`src/nibble_xfer_pkg.sv`:
```
// Package holding opcodes, widths and reset values for the transfer unit
package nibble_xfer_pkg;

  // ****************************************************************
  // Data widths
  // ****************************************************************
  localparam int NIB_W = 4;  // Accumulator, B, X, Y width
  localparam int D_W   = 3;  // Register D width
  localparam int Z_W   = 2;  // Register Z width
  localparam int SP_W  = 3;  // Stack pointer width
  localparam int E_W   = 8;  // Register E width
  localparam int DP_W  = 10; // Data pointer: Z, X, Y
  localparam int OPC_W = 5;  // Operation select width

  // ****************************************************************
  // Reset values and skip compare values
  // ****************************************************************
  localparam logic [3:0] NIB_RST  = 4'h0;
  localparam logic [2:0] D_RST    = 3'h0;
  localparam logic [1:0] Z_RST    = 2'h0;
  localparam logic [7:0] E_RST    = 8'h00;
  localparam logic [3:0] NIB_ONE  = 4'h1;
  localparam logic [3:0] Y_WRAP_UP = 4'h0; // Result after increment wrap
  localparam logic [3:0] Y_WRAP_DN = 4'hF; // Result after decrement wrap

  // ****************************************************************
  // Operation select codes on the OP port
  // ****************************************************************
  localparam logic [4:0] OP_NOP      = 5'h00;
  localparam logic [4:0] OP_B_TO_ACC = 5'h01;
  localparam logic [4:0] OP_ACC_TO_B = 5'h02;
  localparam logic [4:0] OP_Y_TO_ACC = 5'h03;
  localparam logic [4:0] OP_ACC_TO_Y = 5'h04;
  localparam logic [4:0] OP_PACK_E   = 5'h05;
  localparam logic [4:0] OP_UNPACK_E = 5'h06;
  localparam logic [4:0] OP_ACC_TO_D = 5'h07;
  localparam logic [4:0] OP_D_TO_ACC = 5'h08;
  localparam logic [4:0] OP_Z_TO_ACC = 5'h09;
  localparam logic [4:0] OP_X_TO_ACC = 5'h0A;
  localparam logic [4:0] OP_RD_SP    = 5'h0B;
  localparam logic [4:0] OP_LD_PAIR  = 5'h0C;
  localparam logic [4:0] OP_LD_Z     = 5'h0D;
  localparam logic [4:0] OP_INC_Y    = 5'h0E;
  localparam logic [4:0] OP_DEC_Y    = 5'h0F;
  localparam logic [4:0] OP_MEM_RD   = 5'h10;
  localparam logic [4:0] OP_MEM_XCH  = 5'h11;
  localparam logic [4:0] OP_MEM_XCHD = 5'h12;
  localparam logic [4:0] OP_MEM_XCHI = 5'h13;
  localparam logic [4:0] OP_MEM_WR   = 5'h14;

endpackage

```
`src/nibble_transfer_exec_unit.sv`:
```
// Execution unit for register, RAM-address and RAM transfer instructions
`timescale 1ns/1ns

module nibble_transfer_exec_unit (
  input  wire logic       CLK,       // Core clock, 10 MHz
  input  wire logic       RST_B,     // Asynchronous reset, active low
  input  wire logic       EXEC,      // One instruction presented this cycle
  input  wire logic [4:0] OP,        // Decoded operation select
  input  wire logic [3:0] IMM_A,     // Immediate x, z or j
  input  wire logic [3:0] IMM_B,     // Immediate y
  input  wire logic [2:0] STACK_PTR, // Stack pointer from the core
  input  wire logic       CARRY_IN,  // Carry flag from the core
  input  wire logic [3:0] RAM_RDATA, // Nibble at the data pointer
  output logic      [3:0] ACC,       // Accumulator
  output logic      [3:0] REG_B,     // Register B
  output logic      [3:0] REG_X,     // Register X
  output logic      [3:0] REG_Y,     // Register Y
  output logic      [1:0] REG_Z,     // Register Z
  output logic      [2:0] REG_D,     // Register D
  output logic      [7:0] REG_E,     // Register E
  output logic      [9:0] RAM_ADDR,  // Data pointer address
  output logic      [3:0] RAM_WDATA, // Nibble to store
  output logic            RAM_WE,    // RAM write strobe
  output logic            CARRY_OUT, // Carry flag back to the core
  output logic            SKIP_NEXT  // Next instruction is suppressed
);

  // ****************************************************************
  // Overview
  // ****************************************************************
  // One instruction is offered per EXEC cycle and lands at the next edge.
  // A skipped slot is still consumed, so the core's fetch never stalls.
  // RAM writes leave one cycle late through a registered strobe; the
  // external RAM must not be read for an exchange in that cycle, since
  // the address then shows the pending write target.
  // OP codes outside the package list fall through with no effect.

  // ****************************************************************
  // State
  // ****************************************************************
  logic [3:0] acc_q;        // Accumulator
  logic [3:0] b_q;          // Register B
  logic [3:0] x_q;          // Register X
  logic [3:0] y_q;          // Register Y
  logic [1:0] z_q;          // Register Z
  logic [2:0] d_q;          // Register D
  logic [7:0] e_q;          // Register E
  logic       skip_q;       // Current instruction is suppressed
  logic       pair_run_q;   // Previous EXEC slot carried a pair load, skipped or not
  logic [3:0] wdata_q;      // Registered RAM write data
  logic       we_q;         // Registered RAM write strobe

  // ****************************************************************
  // Qualifiers
  // ****************************************************************
  logic       act;          // Instruction takes effect
  logic [3:0] y_inc;        // Y plus one, wraps modulo 16
  logic [3:0] y_dec;        // Y minus one, wraps modulo 16
  logic [3:0] x_xor;        // X xor immediate j
  logic       skip_d;       // Skip for the following instruction
  logic       pair_hold;    // Pair load right after a pair load

  // A pair load straight after another pair load is treated as skipped;
  // only the first of a run sets X and Y
  assign pair_hold = pair_run_q
                  && (OP == nibble_xfer_pkg::OP_LD_PAIR);

  // Skipped slots are fetched but change nothing
  assign act   = EXEC && !skip_q && !pair_hold;
  assign y_inc = 4'(y_q + nibble_xfer_pkg::NIB_ONE);
  assign y_dec = 4'(y_q - nibble_xfer_pkg::NIB_ONE);
  assign x_xor = x_q ^ IMM_A;

  // ****************************************************************
  // Skip decision
  // ****************************************************************
  // Computed from the pre-update Y so the test matches the new value
  always_comb begin
    skip_d = 1'b0;
    if (act) begin
      unique case (OP)
        nibble_xfer_pkg::OP_INC_Y,
        nibble_xfer_pkg::OP_MEM_XCHI: begin
          skip_d = (y_inc == nibble_xfer_pkg::Y_WRAP_UP);
        end
        nibble_xfer_pkg::OP_DEC_Y,
        nibble_xfer_pkg::OP_MEM_XCHD: begin
          skip_d = (y_dec == nibble_xfer_pkg::Y_WRAP_DN);
        end
        default: begin
          skip_d = 1'b0; // Other codes never skip
        end
      endcase
    end
  end

  // Skip flag: armed by an increment or decrement that wraps.
  // Runs of pair loads are held off by pair_hold instead, so a skip
  // never leaks past the run into the next real instruction.
  always_ff @(posedge CLK or negedge RST_B) begin
    if (!RST_B) begin
      skip_q <= 1'b0;
    end else if (EXEC) begin
      // A skipped slot clears the flag; only one instruction is lost
      skip_q <= skip_d;
    end
  end

  // Pair-load run tracker: a run of pair loads keeps only the first
  always_ff @(posedge CLK or negedge RST_B) begin
    if (!RST_B) begin
      pair_run_q <= 1'b0;
    end else if (EXEC) begin
      // Held through the run even while skipped slots go by
      pair_run_q <= (OP == nibble_xfer_pkg::OP_LD_PAIR);
    end
  end

  // ****************************************************************
  // Accumulator
  // ****************************************************************
  // Carry is never written by this group; it passes straight through
  // RAM read data is taken as it stands on RAM_ADDR, the live address unless a write is pending
  always_ff @(posedge CLK or negedge RST_B) begin
    if (!RST_B) begin
      acc_q <= nibble_xfer_pkg::NIB_RST;
    end else if (act) begin
      unique case (OP)
        nibble_xfer_pkg::OP_B_TO_ACC: begin
          acc_q <= b_q;
        end
        nibble_xfer_pkg::OP_Y_TO_ACC: begin
          acc_q <= y_q;
        end
        nibble_xfer_pkg::OP_UNPACK_E: begin
          acc_q <= e_q[3:0];
        end
        nibble_xfer_pkg::OP_D_TO_ACC: begin
          acc_q <= {1'b0, d_q};
        end
        nibble_xfer_pkg::OP_Z_TO_ACC: begin
          acc_q <= {2'b00, z_q};
        end
        nibble_xfer_pkg::OP_X_TO_ACC: begin
          acc_q <= x_q;
        end
        nibble_xfer_pkg::OP_RD_SP: begin
          acc_q <= {1'b0, STACK_PTR};
        end
        nibble_xfer_pkg::OP_MEM_RD,
        nibble_xfer_pkg::OP_MEM_XCH,
        nibble_xfer_pkg::OP_MEM_XCHD,
        nibble_xfer_pkg::OP_MEM_XCHI: begin
          acc_q <= RAM_RDATA;
        end
        default: begin
          acc_q <= acc_q; // Accumulator not a target
        end
      endcase
    end
  end

  // ****************************************************************
  // Register B
  // ****************************************************************
  // B: plain move from the accumulator or high half of E
  always_ff @(posedge CLK or negedge RST_B) begin
    if (!RST_B) begin
      b_q <= nibble_xfer_pkg::NIB_RST;
    end else if (act) begin
      if (OP == nibble_xfer_pkg::OP_ACC_TO_B) begin
        b_q <= acc_q;
      end else if (OP == nibble_xfer_pkg::OP_UNPACK_E) begin
        b_q <= e_q[7:4];
      end
    end
  end

  // ****************************************************************
  // Registers X and Y
  // ****************************************************************
  // X: pair load or xor update after the RAM access
  // The xor uses X as it was, so this cycle's RAM address is unaffected
  always_ff @(posedge CLK or negedge RST_B) begin
    if (!RST_B) begin
      x_q <= nibble_xfer_pkg::NIB_RST;
    end else if (act) begin
      unique case (OP)
        nibble_xfer_pkg::OP_LD_PAIR: begin
          x_q <= IMM_A;
        end
        nibble_xfer_pkg::OP_MEM_RD,
        nibble_xfer_pkg::OP_MEM_XCH,
        nibble_xfer_pkg::OP_MEM_XCHD,
        nibble_xfer_pkg::OP_MEM_XCHI,
        nibble_xfer_pkg::OP_MEM_WR: begin
          x_q <= x_xor;
        end
        default: begin
          x_q <= x_q; // X not a target
        end
      endcase
    end
  end

  // Y: moves, pair load, step up or down
  always_ff @(posedge CLK or negedge RST_B) begin
    if (!RST_B) begin
      y_q <= nibble_xfer_pkg::NIB_RST;
    end else if (act) begin
      unique case (OP)
        nibble_xfer_pkg::OP_ACC_TO_Y: begin
          y_q <= acc_q;
        end
        nibble_xfer_pkg::OP_LD_PAIR: begin
          y_q <= IMM_B;
        end
        nibble_xfer_pkg::OP_INC_Y,
        nibble_xfer_pkg::OP_MEM_XCHI: begin
          y_q <= y_inc;
        end
        nibble_xfer_pkg::OP_DEC_Y,
        nibble_xfer_pkg::OP_MEM_XCHD: begin
          y_q <= y_dec;
        end
        default: begin
          y_q <= y_q; // Y not a target
        end
      endcase
    end
  end

  // ****************************************************************
  // Registers Z, D and E
  // ****************************************************************
  // Z: only the low two bits of the immediate are kept
  always_ff @(posedge CLK or negedge RST_B) begin
    if (!RST_B) begin
      z_q <= nibble_xfer_pkg::Z_RST;
    end else if (act && OP == nibble_xfer_pkg::OP_LD_Z) begin
      z_q <= IMM_A[1:0];
    end
  end

  // Bit 3 of the accumulator is dropped on purpose
  always_ff @(posedge CLK or negedge RST_B) begin
    if (!RST_B) begin
      d_q <= nibble_xfer_pkg::D_RST;
    end else if (act && OP == nibble_xfer_pkg::OP_ACC_TO_D) begin
      d_q <= acc_q[2:0];
    end
  end

  // Both nibbles of E change in the same edge
  always_ff @(posedge CLK or negedge RST_B) begin
    if (!RST_B) begin
      e_q <= nibble_xfer_pkg::E_RST;
    end else if (act && OP == nibble_xfer_pkg::OP_PACK_E) begin
      e_q <= {b_q, acc_q};
    end
  end

  // ****************************************************************
  // RAM write side
  // ****************************************************************
  // Write is registered one cycle; address uses pre-xor X of that cycle,
  // so the address is captured alongside to stay aligned
  logic [9:0] waddr_q; // Address for the registered write

  // Write strobe: one pulse for every executed store or exchange
  always_ff @(posedge CLK or negedge RST_B) begin
    if (!RST_B) begin
      we_q <= 1'b0;
    end else begin
      we_q <= act && (OP == nibble_xfer_pkg::OP_MEM_WR
                   || OP == nibble_xfer_pkg::OP_MEM_XCH
                   || OP == nibble_xfer_pkg::OP_MEM_XCHD
                   || OP == nibble_xfer_pkg::OP_MEM_XCHI);
    end
  end

  // Write data: the accumulator as it stood before the instruction,
  // which is what an exchange must leave behind in RAM
  always_ff @(posedge CLK or negedge RST_B) begin
    if (!RST_B) begin
      wdata_q <= nibble_xfer_pkg::NIB_RST;
    end else begin
      wdata_q <= acc_q;
    end
  end

  // Write address: captured before X takes its xor update
  always_ff @(posedge CLK or negedge RST_B) begin
    if (!RST_B) begin
      waddr_q <= {nibble_xfer_pkg::Z_RST, nibble_xfer_pkg::NIB_RST,
                  nibble_xfer_pkg::NIB_RST};
    end else begin
      waddr_q <= {z_q, x_q, y_q};
    end
  end

  // ****************************************************************
  // Outputs
  // ****************************************************************
  // Read address is live; a pending write presents its captured address
  assign RAM_ADDR  = we_q ? waddr_q : {z_q, x_q, y_q};
  assign RAM_WDATA = wdata_q;
  assign RAM_WE    = we_q;
  // Carry passes straight through; no instruction here writes it
  assign CARRY_OUT = CARRY_IN;
  // Skip is shown to the core so its fetch can discard the next slot
  assign SKIP_NEXT = skip_q;
  // Architectural registers are shown straight from their flip-flops
  assign ACC       = acc_q;
  assign REG_B     = b_q;
  assign REG_X     = x_q;
  assign REG_Y     = y_q;
  assign REG_Z     = z_q;
  assign REG_D     = d_q;
  assign REG_E     = e_q;

endmodule

```
`config.mk`:
```
export PLATFORM = sky130hd
export DESIGN_NAME = nibble_transfer_exec_unit
export DESIGN_NICKNAME = d
export VERILOG_FILES = /design/src/nibble_xfer_pkg.sv /design/src/nibble_transfer_exec_unit.sv
export SDC_FILE = /design/constraint.sdc
export NUM_CORES = 1
export LEC_CHECK = 0
export ABC_AREA = 1
export BUFFER_PORTS_ARGS = -buffer_cell sky130_fd_sc_hd__buf_4
export CAP_MARGIN = 15
export CORE_MARGIN = 2
export CORE_UTILIZATION = 57
export DETAILED_ROUTE_END_ITERATION = 10
export PLACE_DENSITY = 0.85
export SETUP_SLACK_MARGIN = 0.4
export SYNTH_ARGS = -nofsm -noshare
export SYNTH_HDL_FRONTEND = slang
export SYNTH_SLANG_ARGS = --single-unit
```
`constraint.sdc`:
```
create_clock -name CLK -period 2 [get_ports CLK]
set_input_delay 0.2 -clock CLK [delete_from_list [all_inputs] [get_ports CLK]]
set_output_delay 0.2 -clock CLK [all_outputs]
set_load 0.01 [all_outputs]
```
======== Word-level counts from Yosys, hierarchy flattened ========
Cells that the tools add are included.
storage, ports and cells
  bits in registers ....................... 46
  bits in latches ......................... 0
  RAM bits ................................ 0
  bits in read-only memories .............. 0
  bits of input ports ..................... 24
  logic and storage cells ................. 69
  memories kept ........................... 0
operators by class
  add/subtract/negate cells ............... 2
  $mul .................................... 0
  divide/modulo/power cells ............... 0
  magnitude comparators ................... 0
  eq/ne operators ......................... 21
  shift operators ......................... 0
  muxes and demuxes ....................... 8
  bitwise gates (word level) .............. 1
  reduce and logical (&&, ||, !) cells .... 25
operator list
  operator               number
  $eq A5 B4 Y1 const B   8
  $pmux W4 S8            1
  $eq A5 B5 Y1 const B   5
  $eq A5 B3 Y1 const B   4
  $pmux W4 S4            1
  $eq A5 B2 Y1 const B   2
  $mux W10               1
  $mux W4                2
  $pmux W4 S2            1
  $reduce_and A2 Y1      4
  $reduce_bool A8 Y1     1
  $logic_and A1 B1 Y1    7
  $eq A5 B1 Y1 const B   1
  $reduce_or A5 Y1       1
  $add A4 B1 Y4 const B  1
  $eq A4 B4 Y1 const B   1
  $logic_not A4 Y1       1
  $reduce_bool A2 Y1     2
  $reduce_bool A4 Y1     1
  $reduce_or A2 Y1       2
  $reduce_or A4 Y1       1
  $sub A4 B1 Y4 const B  1
  $xor A4 B4 Y4          1
  $logic_or A1 B1 Y1     3
  other kinds (3)        4

======== Longest topological paths before layout ========
  word-level depth ........................ 5
  gate-level depth with buffers ........... 12
  gate-level depth less buffers ........... 11

======== Least setup slack after synthesis ========
OpenSTA, ideal clock, no wires.
  path type ............................... register to register
  start point ............................. register skip_q (netlist: SKIP_NEXT)
  end point ............................... register b_q[0] (netlist: REG_B[0])
  setup time .............................. 146 ps
  arrival ................................. 1,258 ps
  data required time ...................... 1,854 ps
  slack ................................... 597 ps
  stages on the path, launching flop included .. 5
  path buffers ............................ 0
  period minus slack after synthesis ...... 1,403 ps
  path through ............................ dfrtp_1 nor2_1 o21ai_4 nor3_1 o21ai_0
on the way
  word-level cells in the longest chain between the ends .. 4
RTL lines
  element                           RTL line                          source
  from (decl)                       nibble_transfer_exec_unit.sv:48   logic skip_q;
  from (signal assigned)            nibble_transfer_exec_unit.sv:105  skip_q <= skip_d;
  $logic_not A1 Y1                  nibble_transfer_exec_unit.sv:69   assign act = EXEC && !skip_q && !pair_hold;
  $logic_and A1 B1 Y1 (2 in a row)  nibble_transfer_exec_unit.sv:69
  $reduce_and A2 Y1 (no line)       n/a
  to (signal assigned)              nibble_transfer_exec_unit.sv:169  b_q <= nibble_xfer_pkg::NIB_RST;
  to (signal assigned)              nibble_transfer_exec_unit.sv:172  b_q <= acc_q;
  to (signal assigned)              nibble_transfer_exec_unit.sv:174  b_q <= e_q[7:4];
  to (decl)                         nibble_transfer_exec_unit.sv:42   logic [3:0] b_q;
No other way between the ends.
A chain may end at the register's enable or synchronous reset.

======== Worst setup path in the final report ========
  start point ............................. register y_q[1] (netlist: REG_Y[1])
  end point ............................... register y_q[1] (netlist: REG_Y[1])
on the way
  word-level cells in the longest chain between the ends .. 2
  elaborated cells on any way between the ends .. 3
RTL lines
  element                                                RTL line                                                          source
  from (decl)                                            nibble_transfer_exec_unit.sv:44                                   logic [3:0] y_q;
  from (signal assigned)                                 nibble_transfer_exec_unit.sv:209                                  y_q <= nibble_xfer_pkg::NIB_RST;
  from (signal assigned)                                 nibble_transfer_exec_unit.sv:213                                  y_q <= acc_q;
  from (signal assigned)                                 nibble_transfer_exec_unit.sv:220                                  y_q <= y_inc;
  $sub A4 B1 Y4 / $add A4 B1 Y4 (equally long branches)  nibble_transfer_exec_unit.sv:71, nibble_transfer_exec_unit.sv:70
  $pmux W4 S4 (*)                                        nibble_transfer_exec_unit.sv:211                                  unique case (OP)
Every way passes the cells marked *; elsewhere a longest branch is shown, timed or not.

==> flow_metrics.py <==
metrics = {
    "timing": {
        "relSlewSlack_pct": 60.82,
        "hold_ws_ns": 0.1287,
        "fin_tns_setup_ns": 0,
        "setup_violations": 0,
        "clock.fmax_mhz": 679.1,
        "tightest_slew_ns": 0.5876,
        "hold_viol_final": 0,
        "finalCriticalPeriod_ns": 1.473,
        "min_period_over_period_pct": 73.63,
        "slew_violations": 0,
        "rsz0062_at_grt": "true",
        "fin_worst_skew_ns": 0.006168,
        "fin_ws_ns": 0.5275,
    },
    "route": {
        "wire_per_inst_um": 13.70,
        "wirelength_um": 6755,
        "ant_nets": 0,
        "first_iter_violations": 218,
        "vias_per_cell": 5.294,
        "drt_first_pass_iters": 5,
        "vias": 2610,
        "drc": 0,
    },
    "min_path": {
        "hold_start": "IMM_A[0]",
        "whs_path_depth": 3,
        "hp-class": "input pin to flop",
    },
    "final_layout": {
        "diodes": 0,
        "area_delta_synth_final_pct": 25.60,
        "utilization_pct": 75.23,
        "fin_cells": 493,
        "fin_area_mm2": 0.003321,
        "drive_gt1_share_pct": 22.90,
        "final_nets": 468,
        "final_common_cell": "nand2_1",
        "final_cell_mix": "nand2_1, buf_4, inv_1",
    },
    "die": {
        "die_h_um": 72.11,
        "ioPinCount": 70,
        "placementRows": 24,
        "start_util_pct": 59.89,
        "dieArea_mm2": 0.005199,
        "die_w_um": 72.11,
        "core_area_mm2": 0.004414,
    },
    "cts": {
        "clkLatencyLatePin_ns": 0.30,
        "cts_max_path_buffers": 2,
        "clkTransAtPathRegs_ns": 0.08,
        "cts_tree": "yes",
        "cts_htree_levels": 2,
        "cts_sinks": 46,
        "cts_made_buffers": 5,
        "ctsRootBufferMaster": "clkbuf_8",
    },
    "setup_path": {
        "path_max_fanout": 9,
        "reg2reg_depth": 9,
        "timing.critical_path.mode_cell": "nand2_1",
        "crit_path_start_kind": "flop",
        "crit_start": "REG_Y[1]",
        "r2r-start": "REG_Y[1]",
        "required_ns": 2.19,
        "path_cells": "inv_1 -> ha_1 -> inv_1 -> nand2_1 -> nand2_1 -> nor2_1 -> nand2_1 -> nand2_1 -> nand2_1",
        "cp-end-kind": "flop",
        "critical_path_class": "flop to flop",
        "max_stage_delay_ns": 0.55,
        "cp_data_arrival_time_ns": 1.66,
        "slowest_stage": "dfrtp_1",
    },
    "global_routing": {
        "grt_pass1_vias": 2491,
        "grt.overflow.total": 0,
        "track_usage_pct": 27.81,
        "grt_max_degree": 47,
        "grt_pass1_wl_um": 11290,
        "grt_antenna_before_repair": 0,
    },
    "yosys": {
        "yosysSeqAreaShare_pct": 43.54,
        "syn_area_mm2": 0.002644,
        "synth_cell_types": 24,
        "syn_avg_cell_area_um2": 7.107,
        "yosysWarnings": 0,
        "ys_seq_elements": 46,
        "syn_nets": 399,
        "synth_cells": 372,
    },
    "placed_design": {
        "gp_congestion": 0.9313,
        "place_inst": 484,
        "placed_cell_area_mm2": 0.003168,
        "hpwl_um": 4895,
        "portBuffers": 67,
        "pre_cts_ws_ns": 0.2623,
    },
    "power": {
        "vdd_drop_max_mv": 0.5433,
        "p_leak_nw": 1.770,
        "power_density_mw_per_mm2": 1020,
        "power.total_mw": 3.388,
    },
    "status": {
        "status": "completed",
    },
    "flow_run": {
        "drv_cap": 0,
    },
}
## cells by family (layout without fill, tap and decap cells)
group / Yosys count / in the layout / synth area share [%]
compound gates: 52 / 52 / 11.26
xor+xnor: 3 / 3 / 0.9940
fa+ha+maj: 3 / 3 / 1.420
buf+inv: 61 / 130 / 9.465
flops: 46 / 46 / 43.54
simple gates: 207 / 207 / 33.32
## metal layers
metal	up-vias	GRT usage (%)	share of wire, %
met3	15	4.583	7.5
met2	106	45.26	47
li1	1295	-	-
met5	-	0	0
met1	1194	37.68	44
met4	0	10.06	1.9
## final cells by class
cell class,count,area [um^2]
multi-input cells,265,1250
flip-flops and latches,46,1154
fillers,343,1094
repair buffers,70,540.5
inverters,53,198.9
clock buffers,6,82.58
well taps,52,65.06
clock inverters,1,30.03
## where the power goes
| part | switching, mW | leakage [nW] | internal [mW] | total [mW] |
|---|---|---|---|---|
| combinational | 0.615 | 1.16 | 0.567 | 1.18 |
| sequential | 0.302 | 0.550 | 1.19 | 1.49 |
| clock | 0.312 | 0.0573 | 0.400 | 0.712 |
| total | 1.23 | 1.77 | 2.16 | 3.39 |
## synth_stat cells, drive strengths merged
cell / number / area share (%)
inv: 53 / 7.5
dfrtp: 46 / 44
nand4: 3 / 0.71
nor3: 4 / 1.2
xor2: 2 / 0.66
clkbuf: 3 / 0.43
nand3: 28 / 5.8
o21ai: 44 / 9.7
buf: 5 / 1.5
ha: 3 / 1.4
nand2: 126 / 18
xnor2: 1 / 0.33
a21oi: 8 / 1.5
nor2: 46 / 7.4
## final timing paths
kind	end	slack, ns
max reg2reg	REG_Y[1]	0.53
max in group asynchronous	REG_Y[0]	1.11
min	REG_Z[0]	0.13
min in group asynchronous	REG_D[2]	0.44
min reg2reg	waddr_q[7]	0.45
max	REG_Y[1]	0.53
## worst max-delay path: cells and delay by family, from the launching register on
kind	cells	cell delay [ns]
DFF	1	0.55
buffers and inverters	2	0.15
and+or+nand+nor	6	0.36
adders and majority gates	1	0.28
## flip-flops by register name (all words and copies together), names as in the netlist, 2 cells and up
signal,count
REG_X,4
waddr_q,10
REG_Z,2
REG_Y,4
REG_B,4
REG_E,8
ACC,4
REG_D,3
RAM_WDATA,4
## timing repair
action	in CTS	in global routing
pin swaps	1	0
setup buffers	1	0
gates resized for setup	1	4
setup endpoints to repair	11	17
hold buffers	1	0
hold endpoints to repair	46	0
No activity file was read; power rests on OpenSTA's default activity.
